$ cat src/include/lpm_pkg.sv
// Constants for the indicator light and shared pin function selector
package lpm_pkg;

    // Register byte offsets
    localparam logic [11:0] LPM_WAKE_CTRL_STATUS_OFS = 12'h000;
    localparam logic [11:0] LPM_STRAP_STATUS_OFS     = 12'h004;
    localparam logic [11:0] LPM_IRQ_STATUS_OFS       = 12'h008;
    localparam logic [11:0] LPM_IRQ_MASK_OFS         = 12'h00c;

    // Fields of the wake control and status register
    localparam int LPM_LIGHT_A_SEL_LSB = 0;
    localparam int LPM_LIGHT_B_SEL_LSB = 2;
    localparam int LPM_IRQ_ROUTE_LSB   = 4;
    localparam int LPM_WAKE_ROUTE_LSB  = 6;
    localparam int LPM_CTRL_WIDTH      = 8;

    // Strap status fields
    localparam int LPM_STRAP_MODE_BIT   = 0;
    localparam int LPM_STRAP_CORE_REGULATOR_DISABLE_STRAP_BIT = 1;

    // Interrupt status and mask fields
    localparam int LPM_EV_IRQ_BIT   = 0;
    localparam int LPM_EV_WAKE_BIT  = 1;
    localparam int LPM_EV_LINK_BIT  = 2;
    localparam int LPM_EV_WIDTH     = 3;

    localparam logic [LPM_CTRL_WIDTH-1:0] LPM_CTRL_RESET = 8'h00;
    localparam logic [LPM_EV_WIDTH-1:0]   LPM_MASK_RESET = 3'h0;

    // Light function codes
    typedef enum logic [1:0] {
        LPM_FN_ACTIVITY = 2'b00,
        LPM_FN_SPEED    = 2'b01,
        LPM_FN_IRQ      = 2'b10,
        LPM_FN_WAKE     = 2'b11
    } lpm_light_fn_t;

    // Interrupt routing codes
    typedef enum logic [1:0] {
        LPM_IRQ_SHARED  = 2'b00,
        LPM_IRQ_LIGHT_A = 2'b01,
        LPM_IRQ_LIGHT_B = 2'b10,
        LPM_IRQ_NONE    = 2'b11
    } lpm_irq_route_t;

    // Wake routing codes
    typedef enum logic [1:0] {
        LPM_WAKE_NONE    = 2'b00,
        LPM_WAKE_LIGHT_A = 2'b01,
        LPM_WAKE_LIGHT_B = 2'b10,
        LPM_WAKE_RXD     = 2'b11
    } lpm_wake_route_t;

endpackage

$ cat src/logic/lpm_strap_latch.sv
// Strap capture stage: samples strap levels while capture_i is high; reset loads the pulled defaults
`timescale 1ns/10ps
module lpm_strap_latch
    import lpm_pkg::*;
(
    // Clock and reset
    input  wire logic clock_i,
    input  wire logic rst_n_i,
    // Capture request and strap pins
    input  wire logic capture_i,
    input  wire logic mode_strap_i,
    input  wire logic core_regulator_disable_strap_strap_i,
    // Latched values
    output logic      mode_strap_o,
    output logic      core_regulator_disable_strap_strap_o
);

    // Reset value is the pulled default; capture overwrites it while requested
    always_ff @(posedge clock_i or negedge rst_n_i) begin
        if (!rst_n_i) begin
            mode_strap_o   <= 1'b1;
            core_regulator_disable_strap_strap_o <= 1'b0;
        end else if (capture_i) begin
            mode_strap_o   <= mode_strap_i;
            core_regulator_disable_strap_strap_o <= core_regulator_disable_strap_strap_i;
        end
    end

endmodule // lpm_strap_latch

$ cat src/logic/lpm_pin_select.sv
// Indicator light, interrupt and wake pin function selector with APB registers
//
// Behaviour
// - Each light pin shows activity, speed, interrupt or wake per its select field.
// - Interrupt output is active low; low means pending.
// - Interrupt defaults to shared pin; may be routed to either light pin.
// - Wake event output is active low; low means wake occurred.
// - Wake output routable to light A, light B or the receive-data-3 pin.
// - Mode strap high or floating at reset: shared pin is interrupt output.
// - Mode strap low at reset: shared pin is transmit-error/data-4 input.
// - Regulator strap high disables core regulator; low or floating leaves it on.
// - Straps latch at power-on and every system reset, held until next.
//
// Our own choices: the address map and the APB register port.
`timescale 1ns/10ps
module lpm_pin_select
    import lpm_pkg::*;
(
    // Clock and power-on reset
    input  wire logic        clock_i,
    input  wire logic        arst_n_i,
    // System reset pin, active low, synchronous
    input  wire logic        sys_rst_n_i,
    // APB slave
    input  wire logic        psel_i,
    input  wire logic        penable_i,
    input  wire logic        pwrite_i,
    input  wire logic [11:0] paddr_i,
    input  wire logic [31:0] pwdata_i,
    output logic      [31:0] prdata_o,
    output logic             pready_o,
    output logic             pslverr_o,
    // Internal event sources, active high
    input  wire logic        link_activity_i,
    input  wire logic        link_speed_i,
    input  wire logic        irq_req_i,
    input  wire logic        wake_req_i,
    // Strap pins
    input  wire logic        shared_pin_mode_strap_i,
    input  wire logic        core_regulator_disable_strap_i,
    // Shared interrupt / transmit-error pin
    input  wire logic        shared_pin_i,
    output logic             shared_pin_o,
    output logic             shared_pin_oe_o,
    output logic             tx_err_d4_o,
    // Receive-data-3 pin wake function
    output logic             rxd_wake_o,
    output logic             rxd_wake_oe_o,
    // Light pins
    output logic             status_light_a_o,
    output logic             status_light_b_o,
    // Regulator control and interrupt
    output logic             core_regulator_en_o,
    output logic             bus_irq_o
);

    logic                      rst_sync1_reg;
    logic                      rst_sync2_reg;
    logic                      sys_rst_d_reg;
    logic [LPM_CTRL_WIDTH-1:0] ctrl_reg;
    logic [LPM_EV_WIDTH-1:0]   irq_status_reg;
    logic [LPM_EV_WIDTH-1:0]   irq_status_next;
    logic [LPM_EV_WIDTH-1:0]   irq_mask_reg;
    logic [LPM_EV_WIDTH-1:0]   ev_prev_reg;
    logic [LPM_EV_WIDTH-1:0]   ev_now;
    logic [31:0]               rdata_next;
    logic                      map_hit;
    logic                      strap_mode;
    logic                      strap_core_regulator_disable_strap;
    logic                      capture;
    logic                      irq_n;
    logic                      wake_n;
    lpm_light_fn_t             sel_a;
    lpm_light_fn_t             sel_b;
    lpm_irq_route_t            irq_route;
    lpm_wake_route_t           wake_route;

    // Reset release through two flip-flops
    always_ff @(posedge clock_i or negedge arst_n_i) begin
        if (!arst_n_i) begin
            rst_sync1_reg <= 1'b0;
            rst_sync2_reg <= 1'b0;
        end else begin
            rst_sync1_reg <= 1'b1;
            rst_sync2_reg <= rst_sync1_reg;
        end
    end

    // System reset is a level already synchronous to the clock
    always_ff @(posedge clock_i or negedge rst_sync2_reg) begin
        if (!rst_sync2_reg) begin
            sys_rst_d_reg <= 1'b1;
        end else begin
            sys_rst_d_reg <= ~sys_rst_n_i;
        end
    end

    // Capture during the first cycle after power-on and while system reset holds
    assign capture = sys_rst_d_reg;

    lpm_strap_latch u_strap (
        .clock_i        (clock_i),
        .rst_n_i        (rst_sync2_reg),
        .capture_i      (capture),
        .mode_strap_i   (shared_pin_mode_strap_i),
        .core_regulator_disable_strap_strap_i (core_regulator_disable_strap_i),
        .mode_strap_o   (strap_mode),
        .core_regulator_disable_strap_strap_o (strap_core_regulator_disable_strap)
    );

    // Decode helpers
    function automatic logic sel_pin(input lpm_light_fn_t fn, input logic act,
                                     input logic spd, input logic in_n,
                                     input logic wk_n);
        unique case (fn)
            LPM_FN_ACTIVITY: sel_pin = act;
            LPM_FN_SPEED:    sel_pin = spd;
            LPM_FN_IRQ:      sel_pin = in_n;
            LPM_FN_WAKE:     sel_pin = wk_n;
        endcase
    endfunction

    function automatic logic addr_is(input logic [11:0] a, input logic [11:0] ofs);
        addr_is = (a == ofs);
    endfunction

    assign sel_a      = lpm_light_fn_t'(ctrl_reg[LPM_LIGHT_A_SEL_LSB +: 2]);
    assign sel_b      = lpm_light_fn_t'(ctrl_reg[LPM_LIGHT_B_SEL_LSB +: 2]);
    assign irq_route  = lpm_irq_route_t'(ctrl_reg[LPM_IRQ_ROUTE_LSB +: 2]);
    assign wake_route = lpm_wake_route_t'(ctrl_reg[LPM_WAKE_ROUTE_LSB +: 2]);

    assign irq_n  = ~irq_req_i;
    assign wake_n = ~wake_req_i;

    // Pin drivers, all registered
    always_ff @(posedge clock_i or negedge rst_sync2_reg) begin
        if (!rst_sync2_reg) begin
            status_light_a_o <= 1'b0;
            status_light_b_o <= 1'b0;
            shared_pin_o     <= 1'b1;
            shared_pin_oe_o  <= 1'b0;
            tx_err_d4_o      <= 1'b0;
            rxd_wake_o       <= 1'b1;
            rxd_wake_oe_o    <= 1'b0;
        end else begin
            status_light_a_o <= sel_pin(sel_a, link_activity_i, link_speed_i,
                                        irq_n, wake_n);
            status_light_b_o <= sel_pin(sel_b, link_activity_i, link_speed_i,
                                        irq_n, wake_n);
            // Interrupt on the shared pin only when routed there and strapped for it
            shared_pin_o    <= (irq_route == LPM_IRQ_SHARED) ? irq_n : 1'b1;
            shared_pin_oe_o <= strap_mode;
            // Pin acts as input when strapped low; output driver is released
            tx_err_d4_o     <= strap_mode ? 1'b0 : shared_pin_i;
            rxd_wake_o      <= wake_n;
            rxd_wake_oe_o   <= (wake_route == LPM_WAKE_RXD);
        end
    end

    // Light routing of interrupt and wake overrides the field select
    // Kept in the field encoding so a single select field steers each light
    // and routes act by rewriting the light fields on write

    // Regulator enable follows the latched strap; external rail needed when off
    always_ff @(posedge clock_i or negedge rst_sync2_reg) begin
        if (!rst_sync2_reg) begin
            core_regulator_en_o <= 1'b1;
        end else begin
            core_regulator_en_o <= ~strap_core_regulator_disable_strap;
        end
    end

    // Control register write
    always_ff @(posedge clock_i or negedge rst_sync2_reg) begin
        if (!rst_sync2_reg) begin
            ctrl_reg <= LPM_CTRL_RESET;
        end else if (psel_i && penable_i && pwrite_i
                     && addr_is(paddr_i, LPM_WAKE_CTRL_STATUS_OFS)) begin
            ctrl_reg <= pwdata_i[LPM_CTRL_WIDTH-1:0];
            // Routing the interrupt to a light forces that light's function
            if (pwdata_i[LPM_IRQ_ROUTE_LSB +: 2] == LPM_IRQ_LIGHT_A) begin
                ctrl_reg[LPM_LIGHT_A_SEL_LSB +: 2] <= LPM_FN_IRQ;
            end
            if (pwdata_i[LPM_IRQ_ROUTE_LSB +: 2] == LPM_IRQ_LIGHT_B) begin
                ctrl_reg[LPM_LIGHT_B_SEL_LSB +: 2] <= LPM_FN_IRQ;
            end
            if (pwdata_i[LPM_WAKE_ROUTE_LSB +: 2] == LPM_WAKE_LIGHT_A) begin
                ctrl_reg[LPM_LIGHT_A_SEL_LSB +: 2] <= LPM_FN_WAKE;
            end
            if (pwdata_i[LPM_WAKE_ROUTE_LSB +: 2] == LPM_WAKE_LIGHT_B) begin
                ctrl_reg[LPM_LIGHT_B_SEL_LSB +: 2] <= LPM_FN_WAKE;
            end
        end
    end

    // Mask register write
    always_ff @(posedge clock_i or negedge rst_sync2_reg) begin
        if (!rst_sync2_reg) begin
            irq_mask_reg <= LPM_MASK_RESET;
        end else if (psel_i && penable_i && pwrite_i
                     && addr_is(paddr_i, LPM_IRQ_MASK_OFS)) begin
            irq_mask_reg <= pwdata_i[LPM_EV_WIDTH-1:0];
        end
    end

    // Rising edges of interrupt, wake and link activity are the events
    assign ev_now = {link_activity_i, wake_req_i, irq_req_i};

    always_ff @(posedge clock_i or negedge rst_sync2_reg) begin
        if (!rst_sync2_reg) begin
            ev_prev_reg <= '0;
        end else begin
            ev_prev_reg <= ev_now;
        end
    end

    // Sticky status: a read clears only the bits it reported, so an event that lands
    // between the setup and access edges is not lost; a new event still wins
    always_comb begin
        irq_status_next = irq_status_reg;
        if (psel_i && penable_i && !pwrite_i
            && addr_is(paddr_i, LPM_IRQ_STATUS_OFS)) begin
            irq_status_next = irq_status_reg & ~prdata_o[LPM_EV_WIDTH-1:0];
        end
        irq_status_next = irq_status_next | (ev_now & ~ev_prev_reg);
    end

    always_ff @(posedge clock_i or negedge rst_sync2_reg) begin
        if (!rst_sync2_reg) begin
            irq_status_reg <= '0;
        end else begin
            irq_status_reg <= irq_status_next;
        end
    end

    always_ff @(posedge clock_i or negedge rst_sync2_reg) begin
        if (!rst_sync2_reg) begin
            bus_irq_o <= 1'b0;
        end else begin
            bus_irq_o <= |(irq_status_next & irq_mask_reg);
        end
    end

    // Read mux
    always_comb begin
        rdata_next = 32'h0000_0000;
        map_hit    = 1'b1;
        if (addr_is(paddr_i, LPM_WAKE_CTRL_STATUS_OFS)) begin
            rdata_next[LPM_CTRL_WIDTH-1:0] = ctrl_reg;
        end else if (addr_is(paddr_i, LPM_STRAP_STATUS_OFS)) begin
            rdata_next[LPM_STRAP_MODE_BIT]   = strap_mode;
            rdata_next[LPM_STRAP_CORE_REGULATOR_DISABLE_STRAP_BIT] = strap_core_regulator_disable_strap;
        end else if (addr_is(paddr_i, LPM_IRQ_STATUS_OFS)) begin
            rdata_next[LPM_EV_WIDTH-1:0] = irq_status_reg;
        end else if (addr_is(paddr_i, LPM_IRQ_MASK_OFS)) begin
            rdata_next[LPM_EV_WIDTH-1:0] = irq_mask_reg;
        end else begin
            map_hit = 1'b0;
        end
    end

    // Zero wait states; pready is a flop set from the setup phase so the access phase lasts one cycle
    always_ff @(posedge clock_i or negedge rst_sync2_reg) begin
        if (!rst_sync2_reg) begin
            pready_o  <= 1'b0;
            pslverr_o <= 1'b0;
            prdata_o  <= 32'h0000_0000;
        end else begin
            pready_o  <= psel_i && !penable_i;
            pslverr_o <= psel_i && !penable_i && !map_hit;
            prdata_o  <= (psel_i && !penable_i && !pwrite_i) ? rdata_next : 32'h0000_0000;
        end
    end

endmodule // lpm_pin_select

$ cat config.mk
export PLATFORM = sky130hd
export DESIGN_NAME = lpm_pin_select
export DESIGN_NICKNAME = d
export VERILOG_FILES = /design/src/include/lpm_pkg.sv /design/src/logic/lpm_strap_latch.sv /design/src/logic/lpm_pin_select.sv
export SDC_FILE = /design/constraint.sdc
export NUM_CORES = 1
export LEC_CHECK = 0
export BUFFER_PORTS_ARGS = -buffer_cell sky130_fd_sc_hd__buf_2
export CORE_MARGIN = 3
export CORE_UTILIZATION = 40
export CTS_BUF_LIST = sky130_fd_sc_hd__clkbuf_16
export DETAILED_ROUTE_END_ITERATION = 6
export PLACE_DENSITY_LB_ADDON = 0.3
export SLEW_MARGIN = 20
export SYNTH_ARGS = -nofsm -noshare
export SYNTH_HDL_FRONTEND = slang
export SYNTH_SLANG_ARGS = --single-unit
export TNS_END_PERCENT = 5
$ cat constraint.sdc
create_clock -name clock_i -period 1.4 [get_ports clock_i]
set_clock_uncertainty 0.15 [all_clocks]
set_input_delay 0.14 -clock clock_i [delete_from_list [all_inputs] [get_ports clock_i]]
set_output_delay 0.14 -clock clock_i [all_outputs]
set_load 0.1 [all_outputs]
==> summary.md, run 1 <==
| Metric | Value |
|---|---|
| Crit Path Class | `input port to register` |
| R2R setup slack | `roughly 0.12 ns` |
| Wire length on met3 | `roughly 290 um` |
| Number of global-route vias before repair | `approximately 1200` |
| Final Total Pwr | `3.14 mW` |
| Max VDD drop | `0.000778 V` |
| Initial antenna violation count | `0` |
| Worst R2R Start | `ctrl_reg[1]` |
| Layout area overhead | `38.1%` |
| Worst-path clk slew | `around 0.050 ns` |
| # diodes | `0` |
| Minimum clock period | `~1.4 ns` |
| Worst stage delay on the critical path | `0.44 ns` |
| Routed Antenna Nets | `0` |
| Slew Viols, Final | `0` |
| Synthesis warning total | `0` |
| Die Area | `0.00560 sq mm` |
| Clock insertion delay at the later pin of the skew report | `approximately 0.28 ns` |
| Cells after Synth | `roughly 150` |
| Tightest hold margin | `around 0.023 ns` |
| Post-synth ARST share | `between 90% and 100%` |
| Tcrit/Tclk final | `102%` |
| Critical path startpoint category | `input port` |
| Overall Global Routing Usage | `roughly 14%` |
| # port buffers | `51` |
| GR Overflow Total | `0` |
| Worst R2R End | `prdata_o[1]` |
| Synthesized cell area | `0.00190 sq mm` |
| Initial Util | `between 40% and 50%` |
| Crit path arrival time | `1.44 ns` |
| Met1 wire length | `roughly 1600 um` |
| Share of cells above drive strength 1 | `40.4%` |
| Final Non-Filler Cells | `between 200 and 300` |
| Detail Placement HPWL | `approximately 2700 um` |
| Core Box Area | `0.00447 sq mm` |
| Die height | `74.9 um` |
| Fmax | `approximately 700 MHz` |
| Failing checks | `negative setup slack` |
| Post-route design area | `approximately 0.0026 sq mm` |
| Sequential area share after synthesis | `54.4%` |
| Util after Layout | `58.5%` |
| Met2 Routed Length | `1800 um` |
| H-tree depth | `2` |
| Area occupied by multi-input gates | `around 740 sq um` |
| RSZ-0062 raised after global routing | `true` |
| # fillers | `373` |
| Count leader, synth | `dfrtp_1` |
| Dpl cell area | `between 0.002 and 0.0025 sq mm` |
| DR vias | `1313` |
| Worst hold path type | `input port to asynchronous set/reset pin` |
| Largest net degree at the start of global routing | `40` |
| Final Hold Viols | `0` |
| Netlist cell types | `34` |
| R2r worst-path depth | `2` |
| Sequential cell area | `between 0.001 and 0.0015 sq mm` |
| Root buffer selected by CTS | `clkbuf_16` |
| Syn Area/Cell | `12.3 sq um` |
| # IOs | `100` |
| Post-Route WL | `3730 um` |
| Synth Register Bits | `a little over 40` |
| Pleak | `about 1.3 nW` |
| Clk sink count | `slightly above 40` |
| Number of flops mapped to enable cells by yosys | `0` |
| First-pass GRT wire length | `5720 um` |
| Critical path cell sequence | `buf_6, nor4_4, nand4_2, or3_4, mux2_4` |
| WL per Instance | `~13 um` |
| CTS tree | `yes` |
| Status | `complete, but fails checks` |
| Cts bufs inserted | `5` |
| Chip width | `74.9 um` |
| Placed insts | `265` |
| Crit path required time | `1.41 ns` |
| Row count | `24` |
| Dominant synthesized flop cell | `dfrtp_1` |
| Area leader, netlist | `dfrtp_1` |
| Max Cap Violations | `0` |
| Top cells by area, synth | `dfrtp_1, buf_4, dfstp_2` |
| Most frequent cells after synthesis | `dfrtp_1, buf_4, inv_1, nor2b_1, o21ai_0` |
| Routed vias/inst | `between 4 and 5` |
| Setup-failing EPs final | `7` |
| Slowest cell on crit path | `or3_4` |
| Critical path peak fanout | `8` |
| CP Capture Type | `register` |
| Pwr/cell area | `between 1000 and 1500 mW/mm^2` |
| GP Congestion | `0.831` |
| TritonRoute pass-1 iters | `4` |
| Top Metal Used | `met4` |
| Clk buf depth | `2` |
| Iter 0 DRT Violations | `52` |
| Synth top area share | `47.5%` |
| Final setup margin | `-0.0286 ns` |
| Drt drc | `0` |
| Fin nets | `291` |
-- how the worst max path moves through the flow --
| stage | depth (start not counted) | end | startpoint | slack [ns] |
|---|---|---|---|---|
| after floorplan | 5 | ctrl_reg[1] | paddr_i[4] | -0.29 |
| after global placement | 6 | ctrl_reg[6] | paddr_i[4] | -0.39 |
| after detailed placement | 6 | ctrl_reg[4] | paddr_i[4] | -0.41 |
| after CTS | 6 | ctrl_reg[6] | paddr_i[1] | -0.08 |
| after global routing | 6 | bus_irq_o | paddr_i[0] | -0.1 |
| final | 5 | ctrl_reg[3] | paddr_i[0] | -0.03 |
-- placed cells by master, fill, tap and decap left out, drive strengths merged, types with 2 or more instances in the layout --
| cell type | Yosys | routed |
|---|---|---|
| and2 | 6 | 6 |
| buf | 25 | 62 |
| clkbuf | 2 | 5 |
| conb | 2 | 25 |
| dfrtp | 36 | 36 |
| dfstp | 5 | 5 |
| dlygate4sd3 | 0 | 15 |
| inv | 11 | 12 |
| mux2 | 10 | 10 |
| mux4 | 4 | 4 |
| nand2 | 3 | 3 |
| nand4 | 2 | 2 |
| nor2 | 6 | 6 |
| nor2b | 10 | 10 |
| nor3b | 2 | 2 |
| nor4 | 2 | 2 |
| o21ai | 8 | 8 |
| o31ai | 3 | 3 |
| or3 | 4 | 4 |
-- worst max-delay path: cells and delay by family --
family | cells | cell delay (ns)
AND/OR/NAND/NOR | 3 | 0.88
multiplexers | 1 | 0.32
buffers and inverters | 1 | 0.09
-- layout make-up --
class / instances / share of cell area, %
Sequential cell: 41 / 39.4
Multi-Input combinational cell: 98 / 28.2
Timing Repair Buffer: 77 / 22.1
Clock buffer: 5 / 4.78
Tap cell: 52 / 2.48
Inverter: 11 / 1.58
Clock inverter: 3 / 1.43
-- power by group --
| group | internal, mW | leakage (nW) | switching [mW] |
|---|---|---|---|
| Combinational | 0.150 | 0.712 | 0.504 |
| Clock | 0.827 | 0.0826 | 0.414 |
| Sequential | 1.23 | 0.516 | 0.0170 |
| Total | 2.20 | 1.31 | 0.936 |
-- timing repair --
| action | in CTS | in global routing |
|---|---|---|
| resized for setup | 6 | 4 |
| pin swaps | 1 | 4 |
| buffers inserted | 1 | 0 |
| hold buffers | 15 | 0 |
| hold endpoints to repair | 17 | 0 |
| gates cloned | 0 | 0 |
| endpoints found under the setup margin | 15 | 17 |
-- stage by stage --
step | TNS, ns | setup slack [ns]
floorplan | -3.25 | -0.291
global placement | -6.21 | -0.393
detailed placement | -6.49 | -0.411
CTS | -0.511 | -0.0796
global route | -0.583 | -0.0955
finish | -0.171 | -0.0286
-- routing by layer --
layer | track usage (%) | up-vias
met5 | 0 | -
met4 | 7.11 | 0
met3 | 4.01 | 5
met2 | 21.8 | 56
met1 | 17.4 | 619
li1 | - | 633
-- cell families after synthesis --
kind of cell | count (synthesis) | share of synthesized area, %
other | 2 | 0.396
flip-flops | 41 | 54.4
AND/OR/NAND/NOR | 41 | 14.6
multiplexers | 15 | 12.4
AO/OA/AOI/OAI | 17 | 5.54
buffers and inverters | 38 | 12.7
No activity file was read; power rests on OpenSTA's default activity.
==> inputs of run 2 (changes only) <==
--- a/config.mk
+++ b/config.mk
@@ -11,6 +11,7 @@
 export CTS_BUF_LIST = sky130_fd_sc_hd__clkbuf_16
 export DETAILED_ROUTE_END_ITERATION = 6
 export PLACE_DENSITY_LB_ADDON = 0.3
+export RECOVER_POWER = 50
 export SLEW_MARGIN = 20
 export SYNTH_ARGS = -nofsm -noshare
 export SYNTH_HDL_FRONTEND = slang
==> run 2 against run 1 <==
Net effect: the run still ends with negative setup slack left; core utilization down 0.36 points; wire length up 0.54%; via count up 1.3%; non-clock buffer count unchanged; clock power about the same; critical endpoint is now ctrl_reg[1].
==> summary.md, run 2 (same netlist as run 1, synthesis figures left out) <==
| Metric | Value |
|---|---|
| Status | `complete, but fails checks` |
| Failing checks | `negative setup slack` |
| Core Box Area | `0.00447 sq mm (unchanged)` |
| Pwr/cell area | `1200 mW/mm^2 (+0.47%)` |
| Slew Viols, Final | `0 (unchanged)` |
| Dpl cell area | `0.00227 sq mm (unchanged)` |
| Max-slew headroom | `a little under two fifths` |
| Worst slew pin tran | `between 0.9 and 1 ns` |
| # fillers | `375 (+0.54%)` |
| Worst hold path type | `input port to asynchronous set/reset pin` |
| Die height | `74.9 um (unchanged)` |
| Fmax | `701 MHz (+0.14%)` |
| DR vias | `1330 (+1.3%)` |
| Root buffer selected by CTS | `clkbuf_16` |
| Worst R2R End | `prdata_o[1]` |
| Tightest hold margin | `0.0243 ns (+0.00128 ns)` |
| Post-route design area | `0.00260 sq mm (-0.62%)` |
| Clk sink count | `41 (unchanged)` |
| H-tree depth | `2 (unchanged)` |
| Die Area | `0.00560 sq mm (unchanged)` |
| CP Depth | `5 (unchanged)` |
| CTS tree | `yes` |
| Post-Route WL | `3750 um (+0.54%)` |
| Row count | `24 (unchanged)` |
| Tcrit/Tclk final | `102% (-0.14 points)` |
| GR Overflow Total | `0 (unchanged)` |
| # diodes | `0 (unchanged)` |
| Layout area overhead | `37.2%` |
| Clock insertion delay at the later pin of the skew report | `0.28 ns (about the same)` |
| Drt drc | `0 (unchanged)` |
| Initial antenna violation count | `0 (unchanged)` |
| Sequential cell area | `0.00103 sq mm (unchanged)` |
| Slowest cell on crit path | `or3_4` |
| Placed insts | `265 (unchanged)` |
| WL per Instance | `13.1 um (+0.54%)` |
| Share of cells above drive strength 1 | `40.0% (-0.43 points)` |
| Crit path required time | `1.41 ns (about the same)` |
| Final Hold Viols | `0 (unchanged)` |
| Critical path peak fanout | `8 (unchanged)` |
| R2r worst-path depth | `2 (unchanged)` |
| Number of global-route vias before repair | `1236 (unchanged)` |
| Final Non-Filler Cells | `287 (unchanged)` |
| DP Worst Slack | `-0.411 ns (unchanged)` |
| Fin nets | `291 (unchanged)` |
| Critical path cell sequence | `buf_6, nor4_4, nand4_2, or3_4, mux2_4` |
| Buf+Inv Stages, Crit Path | `1 (unchanged)` |
| Cts bufs inserted | `5 (unchanged)` |
| Util after Layout | `58.2% (-0.36 points)` |
| Worst-path clk slew | `0.05 ns (about the same)` |
| RSZ-0062 raised after global routing | `true` |
| First-pass GRT wire length | `5720 um (unchanged)` |
| Chip width | `74.9 um (unchanged)` |
| Final Total Pwr | `3.13 mW (-0.16%)` |
| Most frequent cells in the layout | `buf_2, dfrtp_1, conb_1` |
| Worst R2R Start | `ctrl_reg[1]` |
| Detail Placement HPWL | `2740 um (unchanged)` |
| Routed Antenna Nets | `0 (unchanged)` |
| Max Cap Violations | `0 (unchanged)` |
| Critical path startpoint category | `input port` |
| Largest net degree at the start of global routing | `40 (unchanged)` |
| Clk buf depth | `2 (unchanged)` |
| Setup-failing EPs final | `7 (unchanged)` |
| Crit Path Class | `input port to register` |
| Commonest non-fill, non-tap cell in the layout | `buf_2` |
| Initial Util | `42.4% (unchanged)` |
| CP top delay family | `simple AND/OR/NAND/NOR gates` |
| Final setup margin | `-0.0266 ns (+0.00202 ns)` |
| Worst stage delay on the critical path | `0.44 ns (about the same)` |
| R2R setup slack | `0.12 ns (about the same)` |
| Max VDD drop | `0.000781 V (+0.41%)` |
| Minimum clock period | `1.43 ns (-0.00202 ns)` |
| Routed vias/inst | `4.63 (+1.3%)` |
| Setup TNS | `-0.162 ns (+0.00888 ns)` |
| GP Congestion | `0.831 (unchanged)` |
| CP Capture Type | `register` |
| Overall Global Routing Usage | `13.9% (unchanged)` |
| Iter 0 DRT Violations | `43 (-17%)` |
| Area occupied by multi-input gates | `738 sq um (unchanged)` |
| # port buffers | `51 (unchanged)` |
| Crit path arrival time | `1.44 ns (about the same)` |
| Pleak | `1.30 nW (-0.61%)` |
| # IOs | `100 (unchanged)` |
| TritonRoute pass-1 iters | `4 (unchanged)` |
## run 2: per-layer routing
| metal | wire length [um] | share of wire (%) | global-route usage, % |
|---|---|---|---|
| met1 | 1580 | 42 | 17.4 |
| met2 | 1810 | 48 | 21.8 |
| met3 | 298 | 7.9 | 4.01 |
| met4 | 65 | 1.7 | 7.11 |
| met5 | 0 | 0 | 0 |
## run 2: cell type report
cell class / count / share of cell area [%]
sequential: 41 / 39.7
clock inverter: 3 / 1.44
inverter: 11 / 1.59
multi-input combinational: 98 / 28.4
timing repair buffer: 77 / 21.6
tap: 52 / 2.50
clock buffer: 5 / 4.81
## run 2: power breakdown
group          internal [mW]  leakage (nW)  total, mW  switching, mW
sequential              1.23         0.516       1.24         0.0161
combinational          0.144         0.704      0.649          0.504
clock                  0.827        0.0826       1.24          0.416
## run 2: worst max-delay path by stage
stage / from / endpoint
4_1_cts: paddr_i[1] / ctrl_reg[6]
2_1_floorplan: paddr_i[4] / ctrl_reg[1]
3_5_place_dp: paddr_i[4] / ctrl_reg[4]
3_3_place_gp: paddr_i[4] / ctrl_reg[6]
5_1_grt: paddr_i[0] / bus_irq_o
6_report: paddr_i[0] / ctrl_reg[1]
## run 2: timing repair
item,CTS,global route
hold endpoints to repair,17,0
hold buffers,15,0
cloned,0,0
endpoints found under the setup margin,15,17
buffers inserted,1,0
resized for setup,6,4
pin swaps,1,4
